==> config.mk <==
export PLATFORM = sky130hd
export DESIGN_NAME = dac_active_chan
export DESIGN_NICKNAME = d
export VERILOG_FILES = /design/src/pkg/dac_pkg.sv /design/src/hdl/dac_chan_mem.sv /design/src/hdl/dac_active_chan.sv
export VERILOG_INCLUDE_DIRS = /design/src /design/src/pkg
export SDC_FILE = /design/constraint.sdc
export NUM_CORES = 1
export LEC_CHECK = 0
export ABC_AREA = 0
export BUFFER_PORTS_ARGS = -buffer_cell sky130_fd_sc_hd__buf_2
export CORE_AREA = 2 2 204 206
export CTS_CLUSTER_DIAMETER = 80
export CTS_CLUSTER_SIZE = 16
export DETAILED_ROUTE_END_ITERATION = 10
export DIE_AREA = 0 0 206 208
export GPL_ROUTABILITY_DRIVEN = 0
export GPL_TIMING_DRIVEN = 0
export PLACE_DENSITY = 0.66
export SLEW_MARGIN = 20
export SYNTH_ARGS = -nofsm -noshare
export SYNTH_HDL_FRONTEND = slang
export SYNTH_SLANG_ARGS = --single-unit
==> constraint.sdc <==
create_clock -name core_clk_in -period 3.69 [get_ports core_clk_in]
set_clock_uncertainty 0.15 [all_clocks]
set_input_delay 0.1845 -clock core_clk_in [delete_from_list [all_inputs] [get_ports core_clk_in]]
set_output_delay 0.1845 -clock core_clk_in [all_outputs]
set_load 0.02 [all_outputs]
==> src/pkg/dac_params.svh <==
// offsets, field positions, reset values and masks of the active-channel block
`ifndef DAC_PARAMS_SVH
`define DAC_PARAMS_SVH
// ---------------------------------------------------------------------
// register indices (byte address is four times the index)
// ---------------------------------------------------------------------
`define DAC_IDX_ACTIVE   7'h30
`define DAC_IDX_DBASE    7'h34
`define DAC_IDX_WBASE    7'h38
`define DAC_IDX_CHSEL    7'h3F
`define DAC_IDX_CTLA     7'h40
`define DAC_IDX_CTLB     7'h44
`define DAC_ADDR_W       9
// ---------------------------------------------------------------------
// fields and reset values
// ---------------------------------------------------------------------
`define DAC_NUM_CH       6
`define DAC_CTLA_CHANNEL_SOFT_RESET   0
`define DAC_CTLA_ENABLE  1
`define DAC_CTLB_MASK    32'h03C01F7F
`define DAC_CTLB_TACT_LO 22
`define DAC_CTLB_LVL_LO  5
`define DAC_TACT_BEAT    2'h2
`define DAC_TACT_RSVD    2'h1
`define DAC_BASE_RST     32'h00000000
`define DAC_CTLB_RST     32'h00000000
`define DAC_ENTRY_SHIFT  4
`define DAC_RESP_OKAY    2'h0
`define DAC_RESP_SLVERR  2'h2
`endif

==> src/pkg/dac_pkg.sv <==
// types shared by the active-channel block
package dac_pkg;
  typedef enum logic [2:0] {ST_IDLE, ST_WB, ST_FETCH, ST_DESC, ST_RUN} dac_state_e;
  typedef logic [2:0] dac_chan_t;
endpackage : dac_pkg

==> src/hdl/dac_chan_mem.sv <==
// per-channel control-B storage with registered read port
`timescale 1ns/1ps
`default_nettype none
`include "dac_params.svh"
module dac_chan_mem
  import dac_pkg::*;
(
  // clock and reset
  input  wire logic        core_clk_in,
  input  wire logic        srst_in,
  // write and clear
  input  wire logic        wr_en_in,
  input  wire dac_chan_t   wr_idx_in,
  input  wire logic [31:0] wr_data_in,
  input  wire logic        clr_en_in,
  input  wire dac_chan_t   clr_idx_in,
  // read
  input  wire dac_chan_t   rd_idx_in,
  output logic [31:0]      rd_data_out,
  output logic [11:0]      lvl_flat_out,
  output logic [11:0]      tact_flat_out
);
  logic [31:0] mem_reg [`DAC_NUM_CH];

  always_ff @(posedge core_clk_in)
  begin
    for (int i = 0; i < `DAC_NUM_CH; i++)
    begin
      if (srst_in || (clr_en_in && clr_idx_in == 3'(i)))
        mem_reg[i] <= `DAC_CTLB_RST;
      else if (wr_en_in && wr_idx_in == 3'(i))
        mem_reg[i] <= wr_data_in & `DAC_CTLB_MASK;
    end
    if (srst_in)
      rd_data_out <= `DAC_CTLB_RST;
    else
      rd_data_out <= (rd_idx_in < 3'(`DAC_NUM_CH)) ? mem_reg[rd_idx_in] : 32'h0;
  end

  always_comb
  begin
    for (int i = 0; i < `DAC_NUM_CH; i++)
    begin
      lvl_flat_out[2*i+:2]  = mem_reg[i][`DAC_CTLB_LVL_LO+:2];
      tact_flat_out[2*i+:2] = mem_reg[i][`DAC_CTLB_TACT_LO+:2];
    end
  end
endmodule : dac_chan_mem
`default_nettype wire

==> src/hdl/dac_active_chan.sv <==
// active channel status, base addresses, channel select and per-channel control
//
// The AXI4-Lite interface to the registers was decided locally.
`timescale 1ns/1ps
`default_nettype none
`include "dac_params.svh"
module dac_active_chan
  import dac_pkg::*;
(
  // clock and reset
  input  wire logic                  core_clk_in,
  input  wire logic                  srst_in,
  // axi4-lite write
  input  wire logic [`DAC_ADDR_W-1:0] s_axi_awaddr_in,
  input  wire logic                  s_axi_awvalid_in,
  output logic                       s_axi_awready_out,
  input  wire logic [31:0]           s_axi_wdata_in,
  input  wire logic [3:0]            s_axi_wstrb_in,
  input  wire logic                  s_axi_wvalid_in,
  output logic                       s_axi_wready_out,
  output logic [1:0]                 s_axi_bresp_out,
  output logic                       s_axi_bvalid_out,
  input  wire logic                  s_axi_bready_in,
  // axi4-lite read
  input  wire logic [`DAC_ADDR_W-1:0] s_axi_araddr_in,
  input  wire logic                  s_axi_arvalid_in,
  output logic                       s_axi_arready_out,
  output logic [31:0]                s_axi_rdata_out,
  output logic [1:0]                 s_axi_rresp_out,
  output logic                       s_axi_rvalid_out,
  input  wire logic                  s_axi_rready_in,
  // system memory port
  output logic                       mem_req_out,
  output logic                       mem_we_out,
  output logic [31:0]                mem_addr_out,
  output logic [31:0]                mem_wdata_out,
  input  wire logic                  mem_ack_in,
  input  wire logic [31:0]           mem_rdata_in,
  // channel triggers and datapath progress
  input  wire logic [`DAC_NUM_CH-1:0] chan_trig_in,
  input  wire logic                  beat_done_in,
  output logic [`DAC_NUM_CH-1:0]     chan_enable_out
);
  // -------------------------------------------------------------------
  // helpers
  // -------------------------------------------------------------------
  function automatic logic [5:0] reg_sel(input logic [`DAC_ADDR_W-1:0] a);
    reg_sel = {a[8:2] == `DAC_IDX_CTLB, a[8:2] == `DAC_IDX_CTLA, a[8:2] == `DAC_IDX_CHSEL,
               a[8:2] == `DAC_IDX_WBASE, a[8:2] == `DAC_IDX_DBASE, a[8:2] == `DAC_IDX_ACTIVE};
  endfunction : reg_sel

  function automatic logic [31:0] merge(input logic [31:0] old, input logic [31:0] nw,
                                        input logic [3:0] strb);
    integer b;
    merge = old;
    for (b = 0; b < 4; b++)
      if (strb[b])
        merge[8*b+:8] = nw[8*b+:8];
  endfunction : merge

  function automatic logic [31:0] chan_addr(input logic [31:0] base, input logic [4:0] id);
    chan_addr = base + {23'h0, id, 4'h0};
  endfunction : chan_addr

  // highest level wins, lowest index breaks a tie
  function automatic logic [3:0] pick_winner(input logic [5:0] pend, input logic [11:0] lvls);
    integer l;
    integer c;
    pick_winner = 4'h0;
    for (l = 0; l < 4; l++)
      for (c = 5; c >= 0; c--)
        if (pend[c] && lvls[2*c+:2] == 2'(l))
          pick_winner = {1'b1, 3'(c)};
  endfunction : pick_winner

  // -------------------------------------------------------------------
  // state
  // -------------------------------------------------------------------
  dac_state_e  state_reg, state_next;
  logic        aw_full_reg, w_full_reg, awready_reg, wready_reg, bvalid_reg;
  logic        arready_reg, rvalid_reg;
  logic [1:0]  bresp_reg, rresp_reg;
  logic [31:0] rdata_reg, wdata_reg;
  logic [3:0]  wstrb_reg;
  logic [`DAC_ADDR_W-1:0] awaddr_reg;
  logic [31:0] dbase_reg, wbase_reg;
  dac_chan_t   chan_sel_reg;
  logic [5:0]  enable_reg, enable_next, dis_pend_reg, dis_pend_next;
  logic        channel_soft_reset_pend_reg;
  dac_chan_t   channel_soft_reset_ch_reg;
  logic [15:0] count_reg;
  logic        busy_reg, regrant_reg;
  logic [4:0]  active_id_reg, wb_id_reg;
  logic [1:0]  active_lvl_reg;
  logic [3:0]  lvl_flags_reg;
  logic        mem_req_reg, mem_we_reg;
  logic [31:0] mem_addr_reg, mem_wdata_reg;

  // -------------------------------------------------------------------
  // bus decode
  // -------------------------------------------------------------------
  wire         aw_take  = s_axi_awvalid_in && awready_reg;
  wire         w_take   = s_axi_wvalid_in && wready_reg;
  wire         ar_take  = s_axi_arvalid_in && arready_reg;
  wire         wr_do    = aw_full_reg && w_full_reg && !bvalid_reg;
  wire [5:0]   wsel     = reg_sel(awaddr_reg);
  wire [5:0]   rsel     = reg_sel(s_axi_araddr_in);
  wire         wr_dbase = wr_do && wsel[1];
  wire         wr_wbase = wr_do && wsel[2];
  wire         wr_chsel = wr_do && wsel[3] && wstrb_reg[0];
  wire         wr_ctla  = wr_do && wsel[4] && wstrb_reg[0];
  wire         wr_ctlb  = wr_do && wsel[5];
  wire         aw_full_next = (aw_full_reg || aw_take) && !wr_do;
  wire         w_full_next  = (w_full_reg || w_take) && !wr_do;
  wire         bvalid_next  = wr_do || (bvalid_reg && !s_axi_bready_in);
  wire         rvalid_next  = ar_take || (rvalid_reg && !s_axi_rready_in);

  // -------------------------------------------------------------------
  // per-channel storage
  // -------------------------------------------------------------------
  wire [31:0]  ctlb_rd;
  wire [11:0]  lvl_flat;
  wire [11:0]  tact_flat;
  wire         channel_soft_reset_ok;
  wire [31:0]  ctlb_merged = merge(ctlb_rd, wdata_reg, wstrb_reg);
  // a reserved trigger action code leaves the field as it was
  wire [31:0]  ctlb_wr = (ctlb_merged[`DAC_CTLB_TACT_LO+:2] == `DAC_TACT_RSVD) ?
                         {ctlb_merged[31:24], ctlb_rd[`DAC_CTLB_TACT_LO+:2], ctlb_merged[21:0]} :
                         ctlb_merged;

  dac_chan_mem u_mem (
    .core_clk_in   (core_clk_in),
    .srst_in       (srst_in),
    .wr_en_in      (wr_ctlb),
    .wr_idx_in     (chan_sel_reg),
    .wr_data_in    (ctlb_wr),
    .clr_en_in     (channel_soft_reset_ok),
    .clr_idx_in    (chan_sel_reg),
    .rd_idx_in     (chan_sel_reg),
    .rd_data_out   (ctlb_rd),
    .lvl_flat_out  (lvl_flat),
    .tact_flat_out (tact_flat)
  );

  // -------------------------------------------------------------------
  // active channel engine
  // -------------------------------------------------------------------
  wire [5:0]   pend_vec   = chan_trig_in & enable_reg & ~dis_pend_reg;
  wire [3:0]   winner     = pick_winner(pend_vec, lvl_flat);
  wire [2:0]   act_ch     = active_id_reg[2:0];
  wire [1:0]   act_tact   = tact_flat[2*act_ch+:2];
  // per-beat triggering needs the trigger present on every beat
  wire         beat_ok    = beat_done_in && (act_tact != `DAC_TACT_BEAT || chan_trig_in[act_ch]);
  wire         in_run     = state_reg == ST_RUN;
  wire         abort      = in_run && beat_done_in && dis_pend_reg[act_ch];
  wire         run_end    = abort || !enable_reg[act_ch] || (beat_ok && count_reg == 16'h0001);
  // clear storage at the same edge the busy bit rises, so a read right after sees it done
  assign channel_soft_reset_ok = wr_ctla && wdata_reg[`DAC_CTLA_CHANNEL_SOFT_RESET] && !enable_reg[chan_sel_reg]
                    && !channel_soft_reset_pend_reg;
  wire         grant      = state_reg == ST_IDLE && winner[3];

  always_comb
  begin
    state_next = state_reg;
    case (state_reg)
      ST_IDLE:
        if (grant)
          state_next = !busy_reg ? ST_FETCH :
                       (winner[2:0] == act_ch) ? ST_RUN : ST_WB;
      ST_WB:
        if (mem_ack_in)
          state_next = regrant_reg ? ST_FETCH : ST_IDLE;
      ST_FETCH:
        if (mem_ack_in)
          state_next = (mem_rdata_in[15:0] == 16'h0) ? ST_DESC : ST_RUN;
      ST_DESC:
        if (mem_ack_in)
          state_next = ST_RUN;
      ST_RUN:
        if (run_end)
          state_next = ST_WB;
      default:
        state_next = ST_IDLE;
    endcase
  end

  always_comb
  begin
    enable_next   = enable_reg;
    dis_pend_next = dis_pend_reg;
    for (int c = 0; c < `DAC_NUM_CH; c++)
    begin
      if (wr_ctla && chan_sel_reg == 3'(c))
      begin
        if (wdata_reg[`DAC_CTLA_ENABLE])
        begin
          enable_next[c]   = 1'b1;
          dis_pend_next[c] = 1'b0;
        end
        else if (in_run && act_ch == 3'(c) && enable_reg[c])
          dis_pend_next[c] = 1'b1;
        else
          enable_next[c] = 1'b0;
      end
      if (abort && act_ch == 3'(c))
      begin
        enable_next[c]   = 1'b0;
        dis_pend_next[c] = 1'b0;
      end
      if (channel_soft_reset_pend_reg && channel_soft_reset_ch_reg == 3'(c))
        dis_pend_next[c] = 1'b0;
    end
  end

  // -------------------------------------------------------------------
  // registers
  // -------------------------------------------------------------------
  always_ff @(posedge core_clk_in)
  begin
    if (srst_in)
    begin
      aw_full_reg <= 1'b0;
      w_full_reg  <= 1'b0;
      awready_reg <= 1'b0;
      wready_reg  <= 1'b0;
      bvalid_reg  <= 1'b0;
      arready_reg <= 1'b0;
      rvalid_reg  <= 1'b0;
      bresp_reg   <= `DAC_RESP_OKAY;
      rresp_reg   <= `DAC_RESP_OKAY;
      rdata_reg   <= 32'h0;
      awaddr_reg  <= '0;
      wdata_reg   <= 32'h0;
      wstrb_reg   <= 4'h0;
    end
    else
    begin
      aw_full_reg <= aw_full_next;
      w_full_reg  <= w_full_next;
      awready_reg <= !aw_full_next && !bvalid_next;
      wready_reg  <= !w_full_next && !bvalid_next;
      bvalid_reg  <= bvalid_next;
      arready_reg <= !rvalid_next;
      rvalid_reg  <= rvalid_next;
      if (aw_take)
        awaddr_reg <= s_axi_awaddr_in;
      if (w_take)
      begin
        wdata_reg <= s_axi_wdata_in;
        wstrb_reg <= s_axi_wstrb_in;
      end
      if (wr_do)
        bresp_reg <= (|wsel) ? `DAC_RESP_OKAY : `DAC_RESP_SLVERR;
      if (ar_take)
      begin
        rresp_reg <= (|rsel) ? `DAC_RESP_OKAY : `DAC_RESP_SLVERR;
        // unused bits stay zero in every read word
        rdata_reg <= ({32{rsel[0]}} & {busy_reg ? count_reg : count_reg, busy_reg, 2'b00,
                                        active_id_reg, 4'h0, lvl_flags_reg})
                   | ({32{rsel[1]}} & dbase_reg)
                   | ({32{rsel[2]}} & wbase_reg)
                   | ({32{rsel[3]}} & {29'h0, chan_sel_reg})
                   | ({32{rsel[4]}} & {30'h0, enable_reg[chan_sel_reg],
                                       channel_soft_reset_pend_reg && channel_soft_reset_ch_reg == chan_sel_reg})
                   | ({32{rsel[5]}} & ctlb_rd);
      end
    end
  end

  always_ff @(posedge core_clk_in)
  begin
    if (srst_in)
    begin
      dbase_reg      <= `DAC_BASE_RST;
      wbase_reg      <= `DAC_BASE_RST;
      chan_sel_reg   <= 3'h0;
      enable_reg     <= 6'h00;
      dis_pend_reg   <= 6'h00;
      channel_soft_reset_pend_reg <= 1'b0;
      channel_soft_reset_ch_reg   <= 3'h0;
    end
    else
    begin
      if (wr_dbase)
        dbase_reg <= merge(dbase_reg, wdata_reg, wstrb_reg);
      if (wr_wbase)
        wbase_reg <= merge(wbase_reg, wdata_reg, wstrb_reg);
      if (wr_chsel)
        chan_sel_reg <= wdata_reg[2:0];
      enable_reg   <= enable_next;
      dis_pend_reg <= dis_pend_next;
      // the reset takes one cycle; the bit reads one throughout it
      channel_soft_reset_pend_reg <= channel_soft_reset_ok;
      if (channel_soft_reset_ok)
        channel_soft_reset_ch_reg <= chan_sel_reg;
    end
  end

  always_ff @(posedge core_clk_in)
  begin
    if (srst_in)
    begin
      state_reg      <= ST_IDLE;
      count_reg      <= 16'h0;
      busy_reg       <= 1'b0;
      regrant_reg    <= 1'b0;
      active_id_reg  <= 5'h00;
      wb_id_reg      <= 5'h00;
      active_lvl_reg <= 2'h0;
      lvl_flags_reg  <= 4'h0;
    end
    else
    begin
      state_reg <= state_next;
      if (grant && !(busy_reg && winner[2:0] == act_ch))
      begin
        active_id_reg  <= {2'b00, winner[2:0]};
        active_lvl_reg <= lvl_flat[2*winner[2:0]+:2];
        wb_id_reg      <= active_id_reg;
        regrant_reg    <= 1'b1;
      end
      else if (in_run && run_end)
      begin
        wb_id_reg   <= active_id_reg;
        regrant_reg <= 1'b0;
      end
      if (state_reg == ST_WB && mem_ack_in)
        busy_reg <= 1'b0;
      if (state_reg == ST_FETCH && mem_ack_in)
      begin
        busy_reg  <= 1'b1;
        count_reg <= mem_rdata_in[15:0];
      end
      if (state_reg == ST_DESC && mem_ack_in)
        count_reg <= mem_rdata_in[31:16];
      if (in_run && beat_ok && !abort)
        count_reg <= count_reg - 16'h0001;
      for (int l = 0; l < 4; l++)
      begin
        lvl_flags_reg[l] <= (busy_reg && state_reg != ST_IDLE && active_lvl_reg == 2'(l)) ||
                            (|(pend_vec & {lvl_flat[10+:2] == 2'(l), lvl_flat[8+:2] == 2'(l),
                                           lvl_flat[6+:2] == 2'(l), lvl_flat[4+:2] == 2'(l),
                                           lvl_flat[2+:2] == 2'(l), lvl_flat[0+:2] == 2'(l)}));
      end
    end
  end

  // memory request stands from the entry to a memory state until its ack
  always_ff @(posedge core_clk_in)
  begin
    if (srst_in)
    begin
      mem_req_reg   <= 1'b0;
      mem_we_reg    <= 1'b0;
      mem_addr_reg  <= 32'h0;
      mem_wdata_reg <= 32'h0;
    end
    else
    begin
      mem_req_reg   <= state_next == ST_WB || state_next == ST_FETCH || state_next == ST_DESC;
      mem_we_reg    <= state_next == ST_WB;
      mem_wdata_reg <= {16'h0, (in_run && beat_ok && !abort) ? count_reg - 16'h0001 : count_reg};
      mem_addr_reg  <= (state_next == ST_WB) ?
                       chan_addr(wbase_reg, (state_reg == ST_IDLE) ? active_id_reg : wb_id_reg) :
                       (state_next == ST_DESC) ? chan_addr(dbase_reg, active_id_reg) :
                       chan_addr(wbase_reg, (grant && !busy_reg) ? {2'b00, winner[2:0]} : active_id_reg);
    end
  end

  // -------------------------------------------------------------------
  // outputs
  // -------------------------------------------------------------------
  assign s_axi_awready_out = awready_reg;
  assign s_axi_wready_out  = wready_reg;
  assign s_axi_bvalid_out  = bvalid_reg;
  assign s_axi_bresp_out   = bresp_reg;
  assign s_axi_arready_out = arready_reg;
  assign s_axi_rvalid_out  = rvalid_reg;
  assign s_axi_rresp_out   = rresp_reg;
  assign s_axi_rdata_out   = rdata_reg;
  assign mem_req_out       = mem_req_reg;
  assign mem_we_out        = mem_we_reg;
  assign mem_addr_out      = mem_addr_reg;
  assign mem_wdata_out     = mem_wdata_reg;
  assign chan_enable_out   = enable_reg;

  logic [5:0] rsel_q;

  always_ff @(posedge core_clk_in)
  begin
    rsel_q <= rsel;
  end
endmodule : dac_active_chan
`default_nettype wire

* Yosys cells after proc, flatten, opt, wreduce, memory -nomap -nowiden
Memories as Yosys holds them, arrays and structs flattened. A register that Yosys moved wholly into a read port is not among the register bits. Cells that the tools add are included.
Word-level totals: memory bits (read-only) 0, logic and storage cells 475, bits of input ports 101, flip-flop bits (word level) 304, memory bits (writable) 96, memories kept 1, bits in latches 0, output and inout port bits 113
Operators by class: reductions and logical operators 201, $lt $le $gt $ge 3, divide/modulo/power cells 0, muxes and demuxes 123, multipliers 0, add/sub/neg operators 4, shift operators 2, bitwise logic cells 25, eq/ne operators 66
Memory list:
- u_mem.mem_reg | depth 6, width 16, rd ports 7, clocked after Yosys merged registers in 1, write ports 6, line dac_chan_mem.sv:23 | logic [31:0] mem_reg [`DAC_NUM_CH];
Operators by type and width (count):
- 16-bit two-way mux | 10
- 32-bit OR | 5
- 32-bit bitwise AND | 4
- 1-bit logical AND | 107
- 4-bit two-way mux | 24
- 32-bit by 7-bit adder with 32-bit output | 2
- 32-bit two-way mux | 2
- 1-bit two-way mux | 62
- 7-bit by 6-bit equality test with 1-bit output (second input constant) | 8
- 2-bit AND reduction | 20
- 6-bit bitwise AND | 6
- 6-bit OR reduction | 6
- 32-bit by 9-bit adder with 32-bit output | 1
- 32-bit by 2-bit bitwise AND with 32-bit output | 1
- 32-bit by 3-bit bitwise AND with 32-bit output | 1
- 3-bit by 2-bit equality test with 1-bit output (second input constant) | 10
- 2-bit equality test (second input constant) | 14
- 7-bit equality test (second input constant) | 4
- 3-bit two-way mux | 9
- 24-bit two-way mux | 1
- 8-bit two-way mux | 3
- 12-bit by 5-bit variable part select with 2-bit output | 2
- 3-bit equality test (second input constant) | 7
- 1-bit logical OR | 19
- other kinds (23) | 96

* Depth between registers and ports, before layout
Gate-level depths: netlist (run 1).
word-level depth 35, gate-level depth with buffers 19, gate-level depth less buffers 17

* Cells and area by module
A second synthesis (run 1) with hierarchy kept.
Second synthesis, totals: cells, all modules 2106, area, all modules 19347.3 um2
By module, submodules not included:
- dac_active_chan | instances 1, cells an instance 1709, seq. area each 5004.8 um2, area each 14073.5 um2
- dac_chan_mem | instances 1, cells an instance 397, seq. area each 3203.1 um2, area each 5273.8 um2

* Worst setup path before layout (run 1)
No wires, ideal clock.
path type reg2reg, start point register enable_reg[1] (netlist: chan_enable_out[1]), end point register mem_addr_reg[25] (netlist: mem_addr_out[25]), required time 3454 ps, path slack -348 ps, clock period less this slack 4038 ps, arrival 3803 ps, path buffers 2, cell stages (with the launch flop) 19, setup time 86 ps, cells stage by stage dfxtp_1 -> nand4bb_1 -> buf_2 -> o22ai_2 -> a2111oi_2 -> nand4_1 -> and2_1 -> buf_2 -> nand2_1 -> mux2_2 -> ha_1 -> a21o_1 -> a21oi_1 -> nor4_1 -> nand2_1 -> xor2_1 -> nand2_1 -> o21ai_0 -> a211oi_1
On the way: longest elaborated chain between the ends 31, elaborated cells on any way between the ends 45, those cells by class add/sub (1); eq/ne (3); mux (30); bitwise (2); reduce/logical (9)
RTL lines:
- start, declared | line dac_active_chan.sv:88 | logic [5:0] enable_reg, enable_next, dis_pend_reg, dis_pend_next;
- start signal, assigned | line dac_active_chan.sv:290 | enable_reg <= enable_next;
- parallel branches: the longest is 30 deep, another holds 6-bit bitwise AND
- 32-bit two-way mux (*) | line dac_active_chan.sv:363 | mem_addr_reg <= (state_next == ST_WB) ?
- end signal, assigned | line dac_active_chan.sv:363
- end, declared | line dac_active_chan.sv:97 | logic [31:0] mem_addr_reg, mem_wdata_reg;
Every way passes the cells marked *. The select of a mux whose other input is x is not followed. A chain may end at the register's enable or synchronous reset.

==> run_results.csv, run 1 <==
group,metric,value,unit
clock_tree,numCtsBuffers,27,
floorplan,rows,74,
worst_hold_path,hp-class,"primary input to register",
outcome,violations,"negative setup slack",
setup_path,crit_arrival,4.40,ns
finish,largest_reg_flops,96,
setup_path,cp_data_required_time,4.06,ns
routing,final_antenna_net_count,0,
global_route,grt_overflow,0,
routing,routed_wl,64500,um
routing,dr.pass1.iters,5,
clock_tree,clock_path_buffers,3,
setup_path,start_kind,"register",
yosys,synth_seq_cells,362,
routing,via_per_inst,5.91,
yosys,synth_cells,1979,
sta,slew_viol_final,0,
floorplan,die_area,42800,sq um
clock_tree,path_clk_slew,0.07,ns
setup_path,timing_worst_setup_path_type,"register to register",
place,port_buffers,189,
global_route,grt_pass1_wl,94900,um
sta,period_share,1.09,
power_and_ir_drop,pwr-share-comb,0.076,
floorplan,coreArea,40600,sq um
power_and_ir_drop,power.density,341,nW/um^2
place,dp_hpwl,47100,um
setup_path,rr_startpoint,"u_mem.mem_reg[0][5]$_SDFFCE_PN0P_",
run,drv_cap,0,
finish,nets,2463,
routing,drtIter0Drc,1708,
setup_path,crit_fanout,7,
floorplan,start_util,0.446,
global_route,antenna_found_initial,0,
sta,relSlewSlack,0.281,
floorplan,die_h,208,um
sta,setup_ws,-0.339,ns
clock_tree,clk_latency,0.60,ns
power_and_ir_drop,total_power,7.68,mW
outcome,outcome,"finished, violations left",
setup_path,regToRegSetupSlack,-0.34,ns
routing,drc_errors,0,
power_and_ir_drop,p_clk_frac,0.371,
power_and_ir_drop,leakagePower,8.83,nW
clock_tree,clock-sinks,362,
yosys,synth_area,18100,sq um
finish,layout-drive-gt1-share,0.201,
power_and_ir_drop,p_switching,1.89,mW
yosys,synth_cell_types,91,
finish,stdcell_count,2889,
sta,maxClockFrequency,248,MHz
global_route,grt_pass1_vias,16200,
sta,fin_crit,4.03,ns
setup_path,timing.critical_path.from,"u_mem.mem_reg[0][5]$_SDFFCE_PN0P_",
sta,setup_viol,22,
clock_tree,root_buffer,"clkbuf_16",
yosys,ys_warn_count,0,
sta,worstMarginPinSlew,1.08,ns
sta,rsz0062_at_grt,"yes",
setup_path,endpoint_kind,"register",
global_route,grt_use_total,0.288,
power_and_ir_drop,cellInternalPower,5.79,mW
floorplan,ios,214,
setup_path,worst_r2r_endpoint,"mem_addr_out[15]$_SDFF_PP0_",
power_and_ir_drop,sw_frac_of_total,0.246,
setup_path,r2r_cells,16,
power_and_ir_drop,p_seq_frac,0.552,
yosys,async_flop_share,0,
place,place_inst,2718,
global_route,grt_max_degree,18,
yosys,ys.flop_type,"dfxtp_1",
sta,hold_viol,0,
finish,antenna_cells,0,
routing,num_vias,17100,
floorplan,die_w,206,um
yosys,synth-seq-area-share,0.454,
clock_tree,htreeDepth,1,
power_and_ir_drop,vdd_drop_max,319,uV
finish,area_growth,24.6,%
sta,hold_ws,0.0189,ns
routing,wl_per_cell,22.3,um
yosys,syn_avg_cell_area,9.14,sq um
yosys,synth_edf_count,96,
setup_path,endpoint,"mem_addr_out[15]$_SDFF_PP0_",
clock_tree,cts_tree,"built",
[metal layers]
metal / vias up / global-route usage / routed length, um
li1: 7777 / - / -
met1: 8185 / 0.371 / 25300
met2: 925 / 0.476 / 30300
met3: 179 / 0.0423 / 5850
met4: 0 / 0.130 / 3080
met5: - / 0 / 0
[worst min path at each step]
stage                       startpoint                         endpoint  cells past startpoint
floorplan           s_axi_wdata_in[13]       wdata_reg[13]$_SDFFE_PP0P_                      2
global placement    s_axi_wdata_in[15]       wdata_reg[15]$_SDFFE_PP0P_                      3
detailed placement  s_axi_wdata_in[15]       wdata_reg[15]$_SDFFE_PP0P_                      3
CTS                   mem_rdata_in[12]          state_reg[2]$_SDFF_PP0_                      4
global route          mem_rdata_in[15]          state_reg[2]$_SDFF_PP0_                      4
finish              s_axi_araddr_in[2]  s_axi_rresp_out[1]$_SDFFE_PP0P_                      5
[layout make-up]
| class | instances | area (sq um) |
|---|---|---|
| buffer | 155 | 696 |
| clock buffer | 35 | 737 |
| clock inverter | 3 | 37.5 |
| fill | 3590 | 18000 |
| inverter | 27 | 101 |
| multi-input combinational | 1447 | 9830 |
| sequential | 362 | 8220 |
| tap | 532 | 666 |
| timing repair buffer | 328 | 2240 |
[stage by stage]
stage	utilization	instance area, sq um	setup WS [ns]	setup TNS, ns
2_1_floorplan	-	18200	0.00327	0
3_3_place_gp	0.489	19800	-0.915	-34.00
3_5_place_dp	0.490	19900	-0.940	-42.21
4_1_cts	0.544	22100	-0.268	-3.03
5_1_grt	0.555	22500	-0.414	-7.40
6_report	0.555	22500	-0.339	-3.40
[power by group through the flow]
stage,clock (mW),sequential (mW),combinational (mW)
2_1_floorplan,0,4.32,0.249
3_3_place_gp,0,4.32,0.476
3_5_place_dp,0,4.33,0.485
4_1_cts,2.87,4.24,0.564
5_1_grt,3.00,4.24,0.625
6_report,2.85,4.24,0.586
[cells in the final DEF, fill, tap and decap left out, types with 23 or more instances in the layout]
cell	synthesis	final
nand3_1	44	39
o21ai_0	42	30
a21oi_1	109	101
nor2_1	359	351
nand4_1	23	23
dlygate4sd3_1	0	86
buf_2	8	196
clkbuf_1	118	115
buf_4	20	68
nand2_1	204	193
xor2_1	41	40
xnor2_1	49	46
dfxtp_1	266	259
mux2i_1	126	126
a211oi_1	54	42
edfxtp_1	96	96
inv_1	25	25
clkbuf_16	0	28
nor3_1	41	36
a222oi_1	23	23
[synth_stat cells, drive strengths merged (6+ instances only)]
cell,count,area [sq um]
o21ai,43,215
and2,11,68.8
xor2,42,387
nor3,42,215
nand2b,9,58.8
mux2,11,124
clkbuf,118,443
mux2i,126,1260
a22oi,20,150
and4,7,61.3
a211oi,55,418
a21oi,110,554
o211ai,6,45.0
a21o,15,113
nor4,14,87.6
or3,9,56.3
xnor2,50,445
a311oi,11,96.3
nor2b,11,68.8
dfxtp,266,5330
inv,27,101
a31oi,10,62.6
and4b,7,70.1
o22ai,20,188
nand3,44,220
a221oi,8,70.1
a2111oi,6,60.1
nand2,204,766
buf,43,269
mux4,19,428
nand4,23,144
ha,11,138
edfxtp,96,2880
nand4b,6,52.6
nor3b,6,45.0
and3,17,106
nor2,359,1350
a222oi,23,230
[worst max-delay path, cell delays in order (launching register included)]
cell and delay, ns:
edfxtp_1 0.60, inv_1 0.18, or2_2 0.36, and4_4 0.18, nand4_1 0.15, and2_4 0.19
nand2_4 0.07, mux2_4 0.34, ha_4 0.21, a21o_1 0.17, a21oi_4 0.29, nor4_4 0.06
buf_4 0.17, buf_12 0.13, a2111oi_4 0.39, o21ai_1 0.15, a21oi_2 0.20
[logic make-up (layout without fill, tap and decap cells)]
kind of cell,count (synthesis),in the layout,synth area share
AOI/OAI and AO/OA,366,367,0.142
xor gates and xnor gates,92,92,0.0460
adders and majority gates,14,14,0.0109
buffers and inverters,188,548,0.0450
DFF,362,362,0.454
muxes,156,156,0.100
other,1,18,0.000207
and+or+nand+nor,800,800,0.202
[repair_timing]
item,CTS,global route
setup buffers,27,25
hold buffers,86,0
pin swaps,47,30
cloned,0,1
endpoints found under the hold margin,69,0
endpoints found under the setup margin,123,144
gates resized for setup,79,65
No activity file was read; power rests on OpenSTA's default activity.
==> run 2, diff against run 1 <==
Settings changed: CORE_AREA 2 2 204 206 to 5 5 207 209, DIE_AREA 0 0 206 208 to 0 0 212 214, PLACE_DENSITY 0.66 to default.
Clock period 3.69 ns to 3.8 ns, I/O delays scaled along.
==> run 2 against run 1 <==
Against the previous run: the run still ends with negative setup slack left; clock power increased by 1%; register-to-register slack is essentially flat; utilization fell by 0.25 points; first-iteration DRC count increased by 2.2%; die area rose by 5.9%; clock-buffer cell count increased by 4; via count fell by 1.2%; final cell count about the same; combinational power fell by 3%; largest power group unchanged; non-clock buffer count is 2 lower; sequential power decreased by 3%; sequential share of layout area rose by 0.087 points.
==> run_results.csv, run 2 (synthesized netlist as in run 1, its figures left out) <==
group,metric,value,unit
outcome,outcome,"finished, violations left",
outcome,violations,"negative setup slack",
global_route,grt_pass1_vias,16300,
sta,period_share,1.09,
finish,regArea,8220,sq um
finish,n_fill_cell,3719,
routing,routed_wl,65900,um
sta,worstMarginPinSlew,1.02,ns
finish,layout_commonest_cell,"nor2_1",
power_and_ir_drop,power.density,337,nW/um^2
sta,setup_ws,-0.344,ns
place,dp_hpwl,48700,um
setup_path,endpoint_kind,"register",
floorplan,die_area,45400,sq um
finish,final_cell_mix,"351 x nor2_1, 258 x dfxtp_1, 197 x nand2_1",
sta,maxClockFrequency,241,MHz
sta,setup_viol,25,
global_route,antenna_found_initial,0,
sta,fin_crit,4.14,ns
floorplan,die_h,214,um
global_route,grt_pass1_wl,97200,um
global_route,grt-busiest-layer,"met2",
routing,dr.pass1.iters,8,
sta,relSlewSlack,0.318,
sta,rsz0062_at_grt,"yes",
floorplan,ios,214,
place,dpl_cell_area,19800,sq um
clock_tree,numCtsBuffers,28,
finish,nets,2461,
routing,drtIter0Drc,1746,
finish,largest_reg_flops,96,
setup_path,critPathSlowestCell,"edfxtp_1",
routing,via_per_inst,5.83,
finish,antenna_cells,0,
clock_tree,clk_latency,0.59,ns
sta,hold_viol,0,
setup_path,path_cells,"and4b_2 -> buf_4 -> a22oi_2 -> a311oi_1 -> o21a_1 -> nor2_4 -> mux2_4 -> ha_4 -> a21o_1 -> a21oi_4 -> nor3_4 -> nand3_4 -> a2111oi_4 -> o32ai_2 -> a21oi_2",
setup_path,crit_fanout,5,
finish,multiInputGateArea,9730,sq um
power_and_ir_drop,vdd_drop_max,278,uV
global_route,grt_overflow,0,
floorplan,start_util,0.445,
setup_path,regToRegSetupSlack,-0.34,ns
setup_path,cp_data_required_time,4.14,ns
setup_path,crit_arrival,4.49,ns
global_route,met2_usage,0.460,
routing,final_antenna_net_count,0,
floorplan,die_w,212,um
clock_tree,cts_tree,"built",
global_route,use_met1,0.360,
global_route,grt_use_met3,0.0413,
worst_hold_path,hp-class,"primary input to register",
sta,hold_ws,0.0195,ns
clock_tree,path_clk_slew,0.07,ns
power_and_ir_drop,leakagePower,8.78,nW
global_route,grt_use_total,0.274,
clock_tree,clock-sinks,362,
clock_tree,htreeDepth,1,
floorplan,coreArea,40600,sq um
routing,num_vias,16900,
global_route,grt_max_degree,18,
finish,area_growth,24.3,%
finish,layout-drive-gt1-share,0.197,
clock_tree,clock_path_buffers,3,
run,drv_cap,0,
floorplan,rows,74,
sta,slew_viol_final,0,
routing,wl_per_cell,22.8,um
place,port_buffers,189,
place,place_inst,2718,
finish,finalInstanceArea,22500,sq um
setup_path,slowest_delay,0.45,ns
clock_tree,root_buffer,"clkbuf_16",
routing,drc_errors,0,
setup_path,timing_worst_setup_path_type,"register to register",
setup_path,start_kind,"register",
finish,stdcell_count,2891,
[run 2: changes by cell type in the layout (fill, tap and decap cells not counted), sizes merged]
cell / change
a21o: -1
inv: -2
buf: -5
clkinvlp: +1
dlygate4sd3: +2
clkinv: +2
clkbuf: +5
[run 2: area by class of cell]
cell class,count,area share
clock inverters,4,0.00184
clock buffers,39,0.0357
repair buffers,325,0.0985
multi-input cells,1446,0.433
plain buffers,156,0.0312
flip-flops and latches,362,0.366
inverters,27,0.00451
well taps,532,0.0296
[run 2: final timing paths]
path / startpoint / end / cells after the start
setup / recovery: u_mem.mem_reg[4][6]$_SDFFCE_PN0P_ / mem_addr_out[15]$_SDFF_PP0_ / 15
hold / removal: mem_rdata_in[17] / count_reg[1]$_SDFFE_PP0P_ / 5
setup reg to reg: u_mem.mem_reg[4][6]$_SDFFCE_PN0P_ / mem_addr_out[15]$_SDFF_PP0_ / 15
hold reg to reg: w_full_reg$_SDFF_PP0_ / s_axi_wready_out$_SDFF_PP0_ / 1
[run 2: worst max-delay path, delay by kind of cell (launching register included)]
kind | cells | cell delay [ns]
compound gates | 8 | 1.88
mux | 1 | 0.32
fa+ha+maj | 1 | 0.28
simple gates | 4 | 0.82
flops | 1 | 0.45
buf+inv | 1 | 0.14
[run 2: layer usage]
| layer | vias to the layer above | wire [um] | share of wire |
|---|---|---|---|
| met5 | - | 0 | 0 |
| met3 | 141 | 5020 | 0.076 |
| met4 | 0 | 2650 | 0.040 |
| met2 | 776 | 31400 | 0.48 |
| met1 | 8155 | 26800 | 0.41 |
| li1 | 7789 | - | - |
[run 2: report_power, final]
part / internal (mW) / total [mW] / leakage [nW] / switching [mW]
clock: 1.47 / 2.89 / 0.409 / 1.42
sequential: 4.04 / 4.12 / 3.15 / 0.0797
combinational: 0.222 / 0.568 / 5.22 / 0.346
total: 5.73 / 7.57 / 8.78 / 1.84
[run 2: timing repair]
item | CTS | global route
pin swaps | 52 | 16
gates resized for setup | 103 | 34
setup buffers | 36 | 11
hold endpoints to repair | 69 | 0
endpoints found under the setup margin | 123 | 128
hold buffers | 88 | 0
[run 2: stage by stage]
stage | power [mW] | TNS (ns) | util | setup WS, ns
after floorplan | 4.44 | -0.0167 | - | -0.0140
after global placement | 4.66 | -25.58 | 0.487 | -1.09
after detailed placement | 4.67 | -27.08 | 0.487 | -1.18
after CTS | 7.58 | -1.30 | 0.546 | -0.133
after global routing | 7.79 | -7.01 | 0.553 | -0.440
final | 7.57 | -4.73 | 0.553 | -0.344
==> run 3, diff against run 2 <==
Settings changed: MAX_ROUTING_LAYER from default to met4.
==> run 3 against run 2 <==
Against the previous run: the flow still finishes with violations (negative setup slack); final area is essentially flat; via count is 0.55% higher; critical path depth is the same; critical path type unchanged.
==> run_results.csv, run 3 (synthesized netlist as in run 1, its figures left out) <==
group,metric,value,unit
finish,area_growth,24.3,%
setup_path,crit_arrival,4.48,ns
sta,setup_tns,-4.52,ns
power_and_ir_drop,leakagePower,8.78,nW
power_and_ir_drop,p_seq_frac,0.544,
setup_path,endpoint_kind,"register",
place,port_buffers,189,
power_and_ir_drop,cellInternalPower,5.73,mW
setup_path,cp_data_required_time,4.14,ns
outcome,violations,"negative setup slack",
finish,nets,2461,
floorplan,rows,74,
clock_tree,clk_latency,0.59,ns
global_route,grt_pass1_vias,16200,
setup_path,start_kind,"register",
setup_path,rr_startpoint,"u_mem.mem_reg[4][6]$_SDFFCE_PN0P_",
clock_tree,numCtsBuffers,28,
global_route,grt_pass1_wl,97300,um
clock_tree,path_clk_slew,0.07,ns
floorplan,start_util,0.445,
routing,dr.pass1.iters,8,
finish,final_core_util,0.553,
place,pre_cts_ws,-1.18,ns
place,dpl_cell_area,19800,sq um
finish,finalInstanceArea,22500,sq um
finish,stdcell_count,2892,
finish,largest_reg_flops,96,
worst_hold_path,hold_path.startpoint,"mem_ack_in",
worst_hold_path,hp-class,"primary input to register",
routing,final_antenna_net_count,0,
sta,setup_ws,-0.340,ns
routing,routed_wl,65600,um
clock_tree,clock-sinks,362,
clock_tree,htreeDepth,1,
setup_path,timing.critical_path.from,"u_mem.mem_reg[4][6]$_SDFFCE_PN0P_",
power_and_ir_drop,vdd_drop_max,278,uV
floorplan,die_w,212,um
power_and_ir_drop,total_power,7.57,mW
routing,drtIter0Drc,1655,
sta,rsz0062_at_grt,"yes",
sta,hold_ws,0.0310,ns
floorplan,coreArea,40600,sq um
sta,hold_viol,0,
power_and_ir_drop,p_switching,1.84,mW
floorplan,ios,214,
power_and_ir_drop,power.density,337,nW/um^2
power_and_ir_drop,p_clk_frac,0.381,
routing,wl_per_cell,22.7,um
run,drv_cap,0,
global_route,grt_overflow,0,
finish,layout_commonest_cell,"nor2_1",
sta,relSlewSlack,0.340,
routing,num_vias,17000,
sta,setup_viol,25,
clock_tree,root_buffer,"clkbuf_16",
place,dp_hpwl,48700,um
global_route,grt_max_degree,18,
finish,final_cell_mix,"351 x nor2_1, 258 x dfxtp_1, 197 x nand2_1",
floorplan,die_h,214,um
clock_tree,clock_path_buffers,3,
setup_path,crit_fanout,5,
place,place_inst,2718,
routing,via_per_inst,5.86,
global_route,grt_use_total,0.282,
sta,maxClockFrequency,242,MHz
power_and_ir_drop,sw_frac_of_total,0.243,
sta,period_share,1.09,
sta,slew_viol_final,0,
power_and_ir_drop,pwr-share-comb,0.075,
setup_path,timing_worst_setup_path_type,"register to register",
routing,drc_errors,0,
global_route,antenna_found_initial,1,
floorplan,die_area,45400,sq um
sta,fin_crit,4.14,ns
finish,layout-drive-gt1-share,0.197,
outcome,outcome,"finished, violations left",
clock_tree,cts_tree,"built",
sta,worstMarginPinSlew,0.990,ns
-- run 3: final cells by class --
class                           instances  area (sq um)
Sequential cell                       362          8220
Antenna cell                            1          2.50
Fill cell                            3720         18200
Timing Repair Buffer                  325          2210
Inverter                               27           101
Multi-Input combinational cell       1446          9730
Clock buffer                           39           803
Buffer                                156           701
Clock inverter                          4          41.3
Tap cell                              532           666
-- run 3: critical path: stages (launching register included) --
cell and delay (ns):
edfxtp_1 0.46, and4b_2 0.31, buf_4 0.14, a22oi_2 0.09, a311oi_1 0.36, o21a_1 0.35
nor2_4 0.10, mux2_4 0.32, ha_4 0.28, a21o_1 0.17, a21oi_4 0.11, nor3_4 0.26
nand3_4 0.15, a2111oi_4 0.43, o32ai_2 0.14, a21oi_2 0.23
-- run 3: power by group through the flow --
stage / clock, mW / combinational (mW) / sequential (mW)
4_1_cts: 2.91 / 0.552 / 4.11
3_5_place_dp: 0 / 0.471 / 4.20
3_3_place_gp: 0 / 0.463 / 4.20
6_report: 2.88 / 0.567 / 4.12
2_1_floorplan: 0 / 0.242 / 4.20
5_1_grt: 3.06 / 0.606 / 4.12
-- run 3: timing repair --
item	in CTS	in global routing
endpoints found under the setup margin	123	129
hold buffers	88	0
resized for setup	103	34
buffers inserted	36	11
pin swaps	52	14
endpoints found under the hold margin	69	0
-- run 3: metal layers --
metal	global-route usage	routed length [um]	vias to the layer above
met4	0.0951	2690	0
met3	0.0394	5070	159
met2	0.460	31200	820
li1	-	-	7803
met1	0.362	26600	8172
met5	-	0	-
-- run 3: worst paths after layout --
| path | endpoint | cells after the start | slack [ns] |
|---|---|---|---|
| setup reg to reg | mem_addr_out[15]$_SDFF_PP0_ | 15 | -0.34 |
| hold / removal | busy_reg$_SDFFE_PP0P_ | 5 | 0.03 |
| hold reg to reg | s_axi_wready_out$_SDFF_PP0_ | 1 | 0.29 |
| setup / recovery | mem_addr_out[15]$_SDFF_PP0_ | 15 | -0.34 |
